## config.mk

```make
export PLATFORM = sky130hd
export DESIGN_NAME = sdmc_top
export DESIGN_NICKNAME = d
export VERILOG_FILES = /design/src/hdl/sdmc_pkg.sv /design/src/hdl/sdmc_xfer.sv /design/src/hdl/sdmc_top.sv
export VERILOG_INCLUDE_DIRS = /design/src /design/src/hdl
export SDC_FILE = /design/constraint.sdc
export NUM_CORES = 1
export LEC_CHECK = 0
export ABC_CLOCK_PERIOD_IN_PS = 3000
export BUFFER_PORTS_ARGS = -buffer_cell sky130_fd_sc_hd__buf_4
export CELL_PAD_IN_SITES_DETAIL_PLACEMENT = 1
export CELL_PAD_IN_SITES_GLOBAL_PLACEMENT = 1
export CORE_AREA = 2 2 141 157
export DETAILED_ROUTE_END_ITERATION = 8
export DIE_AREA = 0 0 143 159
export PLACE_DENSITY_LB_ADDON = 0.1
export REMOVE_ABC_BUFFERS = 1
export SLEW_MARGIN = 10
export SYNTH_ARGS = -nofsm -noshare
export SYNTH_HDL_FRONTEND = slang
export SYNTH_SLANG_ARGS = --single-unit
```

## constraint.sdc

```tcl
create_clock -name clk_i -period 3 [get_ports clk_i]
set_input_delay 0.6 -clock clk_i [delete_from_list [all_inputs] [get_ports clk_i]]
set_output_delay 0.6 -clock clk_i [all_outputs]
set_load 0.01 [all_outputs]
```

## src/hdl/sdmc_defs.svh

```systemverilog
`ifndef SDMC_DEFS_SVH
`define SDMC_DEFS_SVH
// Register indices; the byte address on the bus is four times the index.
`define SDMC_IDX_ADDR 6'h00
`define SDMC_IDX_PAGE 6'h02
`define SDMC_IDX_COUNT 6'h04
`define SDMC_IDX_CMD 6'h08
`define SDMC_IDX_REQ 6'h09
`define SDMC_IDX_MODE 6'h0b
`define SDMC_IDX_CLEAR 6'h0d
`define SDMC_IDX_MASK 6'h0f
`define SDMC_IDX_WIDTH 6'h10
// Mode register field positions.
`define SDMC_MODE_SEL_HI 7
`define SDMC_MODE_SEL_LO 6
`define SDMC_MODE_DIR_BIT 5
`define SDMC_MODE_AUTO_BIT 4
`define SDMC_MODE_KIND_HI 3
`define SDMC_MODE_KIND_LO 2
// Other field positions.
`define SDMC_CMD_DIS_BIT 2
`define SDMC_MASK_BIT 0
`define SDMC_WIDTH_BIT 0
// Reset values.
`define SDMC_MODE_RST 6'h00
`define SDMC_CMD_DIS_RST 1'b0
`define SDMC_MASK_RST 1'b1
`define SDMC_ADDR_RST 16'h0000
`define SDMC_PAGE_RST 8'h00
`define SDMC_COUNT_RST 16'h0000
// Bus answers.
`define SDMC_RESP_OKAY 2'h0
`define SDMC_RESP_SLVERR 2'h2
`endif

```

## src/hdl/sdmc_pkg.sv

```systemverilog
package sdmc_pkg;
	// Transfer mode select field.
	typedef enum logic [1:0] {
		SDMC_MODE_DEMAND = 2'h0,
		SDMC_MODE_SINGLE = 2'h1,
		SDMC_MODE_BLOCK = 2'h2,
		SDMC_MODE_UNUSED_BITS = 2'h3
	} sdmc_mode_t;
	// Transfer kind field.
	typedef enum logic [1:0] {
		SDMC_KIND_NONE = 2'h0,
		SDMC_KIND_WRITE = 2'h1,
		SDMC_KIND_READ = 2'h2,
		SDMC_KIND_UNUSED_BITS = 2'h3
	} sdmc_kind_t;
endpackage : sdmc_pkg

```

## src/hdl/sdmc_xfer.sv

```systemverilog
`timescale 1ns/1ps
`default_nettype none
module sdmc_xfer
	import sdmc_pkg::*;
(
	input wire logic clk_i,
	input wire logic rst_n_i,
	input wire logic clr_i,
	input wire logic load_addr_i,
	input wire logic load_cnt_i,
	input wire logic [23:0] base_addr_i,
	input wire logic [15:0] base_cnt_i,
	input wire sdmc_mode_t transfer_mode_sel_i,
	input wire logic addr_direction_i,
	input wire logic auto_reload_en_i,
	input wire sdmc_kind_t transfer_kind_i,
	input wire logic wide_i,
	input wire logic enable_i,
	input wire logic dreq_i,
	input wire logic sw_req_i,
	output logic xfer_o,
	output logic xfer_to_mem_o,
	output logic [23:0] addr_o,
	output logic [15:0] count_o,
	output logic tc_o
);
	logic dreq_d_r;
	logic run_r;
	logic armed_r;
	logic ok;
	logic go;
	logic [15:0] step;

	// A channel may move data only when enabled, armed and given a kind.
	always_comb begin
		step = wide_i ? 16'h0002 : 16'h0001;
		ok = enable_i && armed_r && (transfer_kind_i != SDMC_KIND_NONE) &&
			(transfer_kind_i != SDMC_KIND_UNUSED_BITS);
		case (transfer_mode_sel_i)
			SDMC_MODE_DEMAND: go = ok && dreq_i;
			SDMC_MODE_SINGLE: go = ok && dreq_i && !dreq_d_r;
			SDMC_MODE_BLOCK: go = ok && (run_r || (dreq_i && !dreq_d_r) ||
				sw_req_i);
			default: go = 1'b0;
		endcase
	end

	// Address, count and terminal count; loads from software win over a move.
	always_ff @(posedge clk_i) begin
		if (!rst_n_i || clr_i) begin
			dreq_d_r <= 1'b0;
			run_r <= 1'b0;
			armed_r <= 1'b0;
			xfer_o <= 1'b0;
			xfer_to_mem_o <= 1'b0;
			addr_o <= 24'h000000;
			count_o <= 16'h0000;
			tc_o <= 1'b0;
		end else begin
			dreq_d_r <= dreq_i;
			xfer_o <= 1'b0;
			tc_o <= 1'b0;
			if (load_addr_i) begin
				addr_o <= base_addr_i;
			end
			if (load_cnt_i) begin
				count_o <= base_cnt_i;
				armed_r <= 1'b1;
			end
			if (go && !load_addr_i && !load_cnt_i) begin
				xfer_o <= 1'b1;
				xfer_to_mem_o <= (transfer_kind_i == SDMC_KIND_WRITE);
				if (addr_direction_i) begin
					addr_o <= addr_o - {8'h00, step};
				end else begin
					addr_o <= addr_o + {8'h00, step};
				end
				if (count_o <= step) begin
					tc_o <= 1'b1;
					run_r <= 1'b0;
					if (auto_reload_en_i) begin
						addr_o <= base_addr_i;
						count_o <= base_cnt_i;
					end else begin
						count_o <= 16'h0000;
						armed_r <= 1'b0;
					end
				end else begin
					count_o <= count_o - step;
					run_r <= (transfer_mode_sel_i == SDMC_MODE_BLOCK);
				end
			end
		end
	end
endmodule : sdmc_xfer
`default_nettype wire

```

## src/hdl/sdmc_top.sv

```systemverilog
// Added by the designer: register access over AXI4-Lite.
`timescale 1ns/1ps
`default_nettype none
`include "sdmc_defs.svh"
module sdmc_top
	import sdmc_pkg::*;
#(
	parameter int ADDR_W = 8
) (
	input wire logic clk_i,
	input wire logic rst_n_i,
	input wire logic [ADDR_W-1:0] s_axi_awaddr,
	input wire logic s_axi_awvalid,
	output logic s_axi_awready,
	input wire logic [31:0] s_axi_wdata,
	input wire logic [3:0] s_axi_wstrb,
	input wire logic s_axi_wvalid,
	output logic s_axi_wready,
	output logic [1:0] s_axi_bresp,
	output logic s_axi_bvalid,
	input wire logic s_axi_bready,
	input wire logic [ADDR_W-1:0] s_axi_araddr,
	input wire logic s_axi_arvalid,
	output logic s_axi_arready,
	output logic [31:0] s_axi_rdata,
	output logic [1:0] s_axi_rresp,
	output logic s_axi_rvalid,
	input wire logic s_axi_rready,
	input wire logic card_dreq_i,
	input wire logic card_present_i,
	output logic xfer_o,
	output logic xfer_to_mem_o,
	output logic [23:0] xfer_addr_o,
	output logic [15:0] xfer_count_o,
	output logic tc_o
);
	// Register indices are cut from address bits 7:2, so eight bits at least.
	if (ADDR_W < 8 || ADDR_W > 32) begin : g_bad_addr_w
		$error("sdmc_top: ADDR_W must lie between 8 and 32.");
	end

	// Write channel state.
	logic aw_have_r;
	logic w_have_r;
	logic [5:0] aw_idx_r;
	logic [31:0] w_data_r;
	logic w_lane0_r;
	logic wr_fire;
	logic wr_hit;

	// Register contents.
	logic [15:0] base_addr_r;
	logic [7:0] page_r;
	logic [15:0] base_cnt_r;
	logic cmd_dis_r;
	logic [7:0] mode_r;
	logic request_block_r;
	logic wide_r;
	logic [3:0] tc_seen_r;
	logic sw_req_r;
	logic master_clr_r;

	// Pin synchronisers and removal detection.
	logic dreq_s1_r;
	logic dreq_s2_r;
	logic card_s1_r;
	logic card_s2_r;
	logic card_d_r;
	logic card_removed;

	// Read path.
	logic [5:0] rd_idx;
	logic [7:0] rd_byte;
	logic rd_ok;
	logic rd_fire;

	// Engine wiring.
	logic eng_xfer;
	logic eng_to_mem;
	logic [23:0] eng_addr;
	logic [15:0] eng_count;
	logic eng_tc;
	logic eng_enable;
	logic load_addr_r;
	logic load_cnt_r;

	// Two flops on each card pin before any logic looks at it.
	always_ff @(posedge clk_i) begin
		if (!rst_n_i) begin
			dreq_s1_r <= 1'b0;
			dreq_s2_r <= 1'b0;
			card_s1_r <= 1'b0;
			card_s2_r <= 1'b0;
			card_d_r <= 1'b0;
		end else begin
			dreq_s1_r <= card_dreq_i;
			dreq_s2_r <= dreq_s1_r;
			card_s1_r <= card_present_i;
			card_s2_r <= card_s1_r;
			card_d_r <= card_s2_r;
		end
	end

	assign card_removed = card_d_r && !card_s2_r;

	// Address and data are caught independently, in either order.
	always_ff @(posedge clk_i) begin
		if (!rst_n_i) begin
			aw_have_r <= 1'b0;
			w_have_r <= 1'b0;
			aw_idx_r <= 6'h00;
			w_data_r <= 32'h00000000;
			w_lane0_r <= 1'b0;
			s_axi_bvalid <= 1'b0;
			s_axi_bresp <= `SDMC_RESP_OKAY;
		end else begin
			if (s_axi_awvalid && s_axi_awready) begin
				aw_have_r <= 1'b1;
				aw_idx_r <= s_axi_awaddr[7:2];
			end
			if (s_axi_wvalid && s_axi_wready) begin
				w_have_r <= 1'b1;
				w_data_r <= s_axi_wdata;
				w_lane0_r <= s_axi_wstrb[0];
			end
			if (wr_fire) begin
				aw_have_r <= 1'b0;
				w_have_r <= 1'b0;
				s_axi_bvalid <= 1'b1;
				s_axi_bresp <= wr_hit ? `SDMC_RESP_OKAY : `SDMC_RESP_SLVERR;
			end else if (s_axi_bvalid && s_axi_bready) begin
				s_axi_bvalid <= 1'b0;
			end
		end
	end

	// Ready is registered so that outputs come straight from flops.
	always_ff @(posedge clk_i) begin
		if (!rst_n_i) begin
			s_axi_awready <= 1'b0;
			s_axi_wready <= 1'b0;
		end else begin
			s_axi_awready <= !aw_have_r && !(s_axi_awvalid && s_axi_awready) &&
				!s_axi_bvalid && !wr_fire;
			s_axi_wready <= !w_have_r && !(s_axi_wvalid && s_axi_wready) &&
				!s_axi_bvalid && !wr_fire;
		end
	end

	assign wr_fire = aw_have_r && w_have_r && !s_axi_bvalid;

	// Writes to any of the nine register indices answer OKAY; any other index gets SLVERR.
	always_comb begin
		case (aw_idx_r)
			`SDMC_IDX_ADDR, `SDMC_IDX_PAGE, `SDMC_IDX_COUNT, `SDMC_IDX_CMD,
			`SDMC_IDX_REQ, `SDMC_IDX_MODE, `SDMC_IDX_CLEAR, `SDMC_IDX_MASK,
			`SDMC_IDX_WIDTH: wr_hit = 1'b1;
			default: wr_hit = 1'b0;
		endcase
	end

	// Master clear is a one-cycle pulse; it resets every register below except the read channel flops.
	always_ff @(posedge clk_i) begin
		if (!rst_n_i) begin
			master_clr_r <= 1'b0;
		end else begin
			master_clr_r <= wr_fire && (aw_idx_r == `SDMC_IDX_CLEAR);
		end
	end

	// Software-owned configuration; the clear pulse acts like reset.
	always_ff @(posedge clk_i) begin
		if (!rst_n_i || master_clr_r) begin
			base_addr_r <= `SDMC_ADDR_RST;
			page_r <= `SDMC_PAGE_RST;
			base_cnt_r <= `SDMC_COUNT_RST;
			cmd_dis_r <= `SDMC_CMD_DIS_RST;
			mode_r <= {`SDMC_MODE_RST, 2'h0};
			wide_r <= 1'b0;
			sw_req_r <= 1'b0;
		end else begin
			sw_req_r <= wr_fire && (aw_idx_r == `SDMC_IDX_REQ);
			if (wr_fire && w_lane0_r) begin
				case (aw_idx_r)
					`SDMC_IDX_ADDR: base_addr_r <= w_data_r[15:0];
					`SDMC_IDX_PAGE: page_r <= w_data_r[7:0];
					`SDMC_IDX_COUNT: base_cnt_r <= w_data_r[15:0];
					`SDMC_IDX_CMD: cmd_dis_r <= w_data_r[`SDMC_CMD_DIS_BIT];
					// Low two bits are never stored, so they read as zero.
					`SDMC_IDX_MODE: mode_r <= {w_data_r[7:2], 2'h0};
					`SDMC_IDX_WIDTH: wide_r <= w_data_r[`SDMC_WIDTH_BIT];
					default: ;
				endcase
			end
		end
	end

	// The mask bit starts set; card removal sets it and beats a write.
	always_ff @(posedge clk_i) begin
		if (!rst_n_i || master_clr_r) begin
			request_block_r <= `SDMC_MASK_RST;
		end else if (card_removed) begin
			request_block_r <= 1'b1;
		end else if (wr_fire && w_lane0_r && aw_idx_r == `SDMC_IDX_MASK) begin
			request_block_r <= w_data_r[`SDMC_MASK_BIT];
		end
	end

	// Terminal count bits stick until status is read; a new count wins.
	always_ff @(posedge clk_i) begin
		if (!rst_n_i || master_clr_r) begin
			tc_seen_r <= 4'h0;
		end else if (eng_tc) begin
			tc_seen_r <= 4'hf;
		end else if (rd_fire && rd_idx == `SDMC_IDX_CMD) begin
			tc_seen_r <= 4'h0;
		end
	end

	assign rd_idx = s_axi_araddr[7:2];
	assign rd_fire = s_axi_arvalid && s_axi_arready;

	// Read mux; index 08h reads status while writes there reach the command.
	always_comb begin
		rd_ok = 1'b1;
		case (rd_idx)
			`SDMC_IDX_ADDR: rd_byte = eng_addr[7:0];
			`SDMC_IDX_PAGE: rd_byte = eng_addr[23:16];
			`SDMC_IDX_COUNT: rd_byte = eng_count[7:0];
			`SDMC_IDX_CMD: rd_byte = {{4{dreq_s2_r}}, tc_seen_r};
			`SDMC_IDX_MODE: rd_byte = {mode_r[7:2], 2'h0};
			`SDMC_IDX_MASK: rd_byte = {7'h00, request_block_r};
			`SDMC_IDX_WIDTH: rd_byte = {7'h00, wide_r};
			default: begin
				rd_byte = 8'h00;
				rd_ok = 1'b0;
			end
		endcase
	end

	// Read answers one cycle after the address is taken.
	always_ff @(posedge clk_i) begin
		if (!rst_n_i) begin
			s_axi_arready <= 1'b0;
			s_axi_rvalid <= 1'b0;
			s_axi_rdata <= 32'h00000000;
			s_axi_rresp <= `SDMC_RESP_OKAY;
		end else begin
			s_axi_arready <= !s_axi_rvalid && !rd_fire;
			if (rd_fire) begin
				s_axi_rvalid <= 1'b1;
				s_axi_rresp <= rd_ok ? `SDMC_RESP_OKAY : `SDMC_RESP_SLVERR;
				if (rd_idx == `SDMC_IDX_COUNT) begin
					s_axi_rdata <= {16'h0000, eng_count};
				end else if (rd_idx == `SDMC_IDX_ADDR) begin
					s_axi_rdata <= {16'h0000, eng_addr[15:0]};
				end else begin
					s_axi_rdata <= {24'h000000, rd_byte};
				end
			end else if (s_axi_rvalid && s_axi_rready) begin
				s_axi_rvalid <= 1'b0;
			end
		end
	end

	// Card requests pass only while unmasked and the controller is on.
	assign eng_enable = !request_block_r && !cmd_dis_r;

	// Loads trail the register write by one cycle, so the engine copies the
	// value just stored rather than the one it replaces.
	always_ff @(posedge clk_i) begin
		if (!rst_n_i || master_clr_r) begin
			load_addr_r <= 1'b0;
			load_cnt_r <= 1'b0;
		end else begin
			load_addr_r <= wr_fire && w_lane0_r &&
				(aw_idx_r == `SDMC_IDX_ADDR || aw_idx_r == `SDMC_IDX_PAGE);
			load_cnt_r <= wr_fire && w_lane0_r &&
				(aw_idx_r == `SDMC_IDX_COUNT);
		end
	end

	sdmc_xfer u_xfer (
		.clk_i(clk_i),
		.rst_n_i(rst_n_i),
		.clr_i(master_clr_r),
		.load_addr_i(load_addr_r),
		.load_cnt_i(load_cnt_r),
		.base_addr_i({page_r, base_addr_r}),
		.base_cnt_i(base_cnt_r),
		// Mode fields decoded straight from their bit positions.
		.transfer_mode_sel_i(sdmc_mode_t'(mode_r[7:6])),
		.addr_direction_i(mode_r[`SDMC_MODE_DIR_BIT]),
		.auto_reload_en_i(mode_r[`SDMC_MODE_AUTO_BIT]),
		.transfer_kind_i(sdmc_kind_t'(mode_r[3:2])),
		.wide_i(wide_r),
		.enable_i(eng_enable),
		.dreq_i(dreq_s2_r),
		.sw_req_i(sw_req_r),
		.xfer_o(eng_xfer),
		.xfer_to_mem_o(eng_to_mem),
		.addr_o(eng_addr),
		.count_o(eng_count),
		.tc_o(eng_tc)
	);

	// Engine outputs are flops already; these wires only rename them.
	assign xfer_o = eng_xfer;
	assign xfer_to_mem_o = eng_to_mem;
	assign xfer_addr_o = eng_addr;
	assign xfer_count_o = eng_count;
	assign tc_o = eng_tc;
endmodule : sdmc_top
`default_nettype wire

```

==> results.json <==
{
  "reg2reg_slack_ns": 0.15,
  "vias_per_cell": 5.37,
  "dr.max_layer_used": "met4",
  "drive_above_1_share_pct": 16.7,
  "synth_commonest_cells": "168 x nand2_1, 154 x dfxtp_1, 86 x a21oi_1",
  "area_delta_synth_final_pct": 21.8,
  "cts_buffer_depth": 2,
  "synthTopCellsByArea": "dfxtp_1 40%, nand2_1 8.2%, a21oi_1 5.6%, ha_1 4.1%, nor2_1 4.0%",
  "critPathKind": "flip-flop to flip-flop",
  "yosysSeqAreaShare_pct": 39.9,
  "max_cap_viol_count": 0,
  "hold_class": "input pin to flip-flop",
  "synth.avg_cell_area_um2": 8.11,
  "die_w_um": 143,
  "cts_tree": "done",
  "core_area_um2": 21100,
  "synth_cell_type_count": 66,
  "crit_arrival_ns": 3.16,
  "grt_pass1_vias": 7260,
  "cellLeakagePower_nw": 3.79,
  "yosysMostFrequentCell": "nand2_1",
  "final_max_slew_viol_count": 0,
  "start_util_pct": 36.6,
  "htree_levels": 4,
  "power_mw": 4.37,
  "dieArea_um2": 22700,
  "drcViolationCount": 0,
  "wl_met3_um": 860,
  "insertion_delay_ns": 0.43,
  "end_kind": "flip-flop",
  "ir_drop_v": 0.000373,
  "wirelength_um": 25700,
  "wl_met1_um": 12000,
  "grt_pass1_wl_um": 40500,
  "regToRegEndpoint": "u_xfer.addr_o[20]",
  "finalNetCount": 1141,
  "start_kind": "flip-flop",
  "root_buffer": "clkbuf_16",
  "crit_fanout": 4,
  "rows": 56,
  "synth-async-reset-ratio_pct": 0,
  "ff2ff_path_depth": 12,
  "min_period_over_period_pct": 95.1,
  "grt_usage_pct": 22.9,
  "min_period_ns": 2.85,
  "final_antenna_net_count": 0,
  "avgRoutedWirePerCell_um": 19.0,
  "ios": 145,
  "rsz0062_at_grt": "false",
  "crit_path_end": "u_xfer.addr_o[20]",
  "drt_pre_antenna_iters": 6,
  "power_density_nw_per_um2": 465,
  "drt_iter0_drc": 376,
  "wl_met2_um": 12600,
  "grt_max_degree": 32,
  "synth_flop_cell": "dfxtp_1",
  "tightest_slew_ns": 1.17,
  "num_antenna_cells": 0,
  "grt_remaining_overflow": 0,
  "ys_ff_latch": 154,
  "setup_viol": 0,
  "r2r-start": "u_xfer.addr_o[0]",
  "antenna_found_initial": 0,
  "crit_required_ns": 3.31,
  "fin_tns_setup_ns": 0,
  "fmaxAchievable_mhz": 350,
  "gp_congestion": 0.839,
  "hpwl_um": 19400,
  "outcome": "finished clean",
  "fin_worst_skew_ns": 0.0105,
  "critPathLaunch": "u_xfer.addr_o[0]",
  "vias": 7283,
  "relSlewSlack_pct": 21.5,
  "synth_edf_count": 0,
  "die_h_um": 159,
  "port-buffer-count": 103,
  "synth_top_area_share_pct": 39.9,
  "path_clk_slew_ns": 0.06,
  "numCtsBuffers": 17,
  "syn_area_um2": 7720,
  "yosys.area.top_type": "dfxtp_1",
  "ys_warn_count": 0,
  "cts.sinks": 154,
  "synthCells": 952,
  "finalHoldViolations": 0
}
==> logic make-up after synthesis <==
family | after synthesis | synth area share (%)
AOI/OAI and AO/OA | 277 | 23.2
xor gates and xnor gates | 21 | 2.38
adders and majority gates | 30 | 4.96
buffers and inverters | 79 | 5.11
DFF | 154 | 39.9
muxes | 21 | 2.72
other | 1 | 0.0486
and+or+nand+nor | 369 | 21.6
==> per-layer routing <==
layer,vias to the layer above,GRT usage (%)
met5,-,0
met4,0,4.95
met3,19,3.04
met2,145,39.1
met1,3549,30.7
li1,3570,-
==> critical path: stages, from the launching register on <==
cell and delay [ns]:
dfxtp_1 0.34, inv_1 0.06, ha_1 0.17, inv_1 0.06, fa_2 0.34, a21o_1 0.21, a221o_1 0.38, a311oi_1 0.28
buf_4 0.16, nor3_1 0.08, a311oi_1 0.38, xor2_1 0.18, a21oi_1 0.08
==> power breakdown <==
group	switching (mW)	internal [mW]
Clock	0.906	1.15
Combinational	0.120	0.0798
Sequential	0.0393	2.07
Total	1.07	3.30
==> registers in the layout (all words and copies together), names as in the netlist, 6 cells and up, named ones only <==
register / count
base_cnt_r: 16
w_data_r: 16
mode_r: 6
base_addr_r: 16
u_xfer.count_o: 16
s_axi_rdata: 16
u_xfer.addr_o: 24
aw_idx_r: 6
page_r: 8
==> area by class of cell <==
class,instances,area [µm²]
well taps,290,363
clock inverters,12,118
repair buffers,132,1030
multi-input cells,736,4320
inverters,12,45.0
clock buffers,20,437
fillers,2556,11700
flip-flops and latches,154,3080
==> cell usage in the layout (no fill, tap or decap), drive strengths merged, types with 10 or more instances in the layout <==
| cell type | n |
|---|---|
| nor2 | 83 |
| a21o | 11 |
| a21oi | 87 |
| nand2 | 168 |
| nor3 | 25 |
| o21ai | 58 |
| nand3 | 26 |
| nand2b | 11 |
| a21boi | 24 |
| a22oi | 16 |
| nor2b | 10 |
| buf | 132 |
| conb | 18 |
| dfxtp | 154 |
| mux2i | 21 |
| clkbuf | 20 |
| ha | 25 |
| xnor2 | 12 |
| inv | 15 |
| and2 | 12 |
==> repair_timing <==
item	in CTS	in global routing
setup endpoints to repair	0	4
gates resized for setup	0	3
hold buffers	0	0
buffers inserted	0	1
==> per-stage QoR <==
stage | instances | util [%] | hold slack, ns | setup slack [ns] | instance area (µm²)
finish | 1356 | 44.6 | 0.348 | 0.147 | 9400
CTS | 1355 | 44.5 | 0.331 | 0.0422 | 9380
floorplan | 902 | - | 0.412 | 0.0826 | 7430
global route | 1356 | 44.6 | 0.335 | 0.0338 | 9400
detailed placement | 1323 | 41.9 | 0.425 | 0.0734 | 8830
global placement | 1323 | 41.9 | 0.416 | 0.0732 | 8830
==> how the worst min path moves through the flow <==
stage,start,slack [ns],cells after the start,end
after detailed placement,card_s1_r,0.42,1,card_s2_r
after floorplan,card_s1_r,0.41,1,card_s2_r
after global placement,dreq_s1_r,0.42,1,dreq_s2_r
after global routing,s_axi_bready,0.33,2,s_axi_bvalid
after CTS,s_axi_bready,0.33,2,s_axi_bvalid
final,s_axi_bready,0.35,2,s_axi_bvalid
Power figures use the tool's default switching activity.
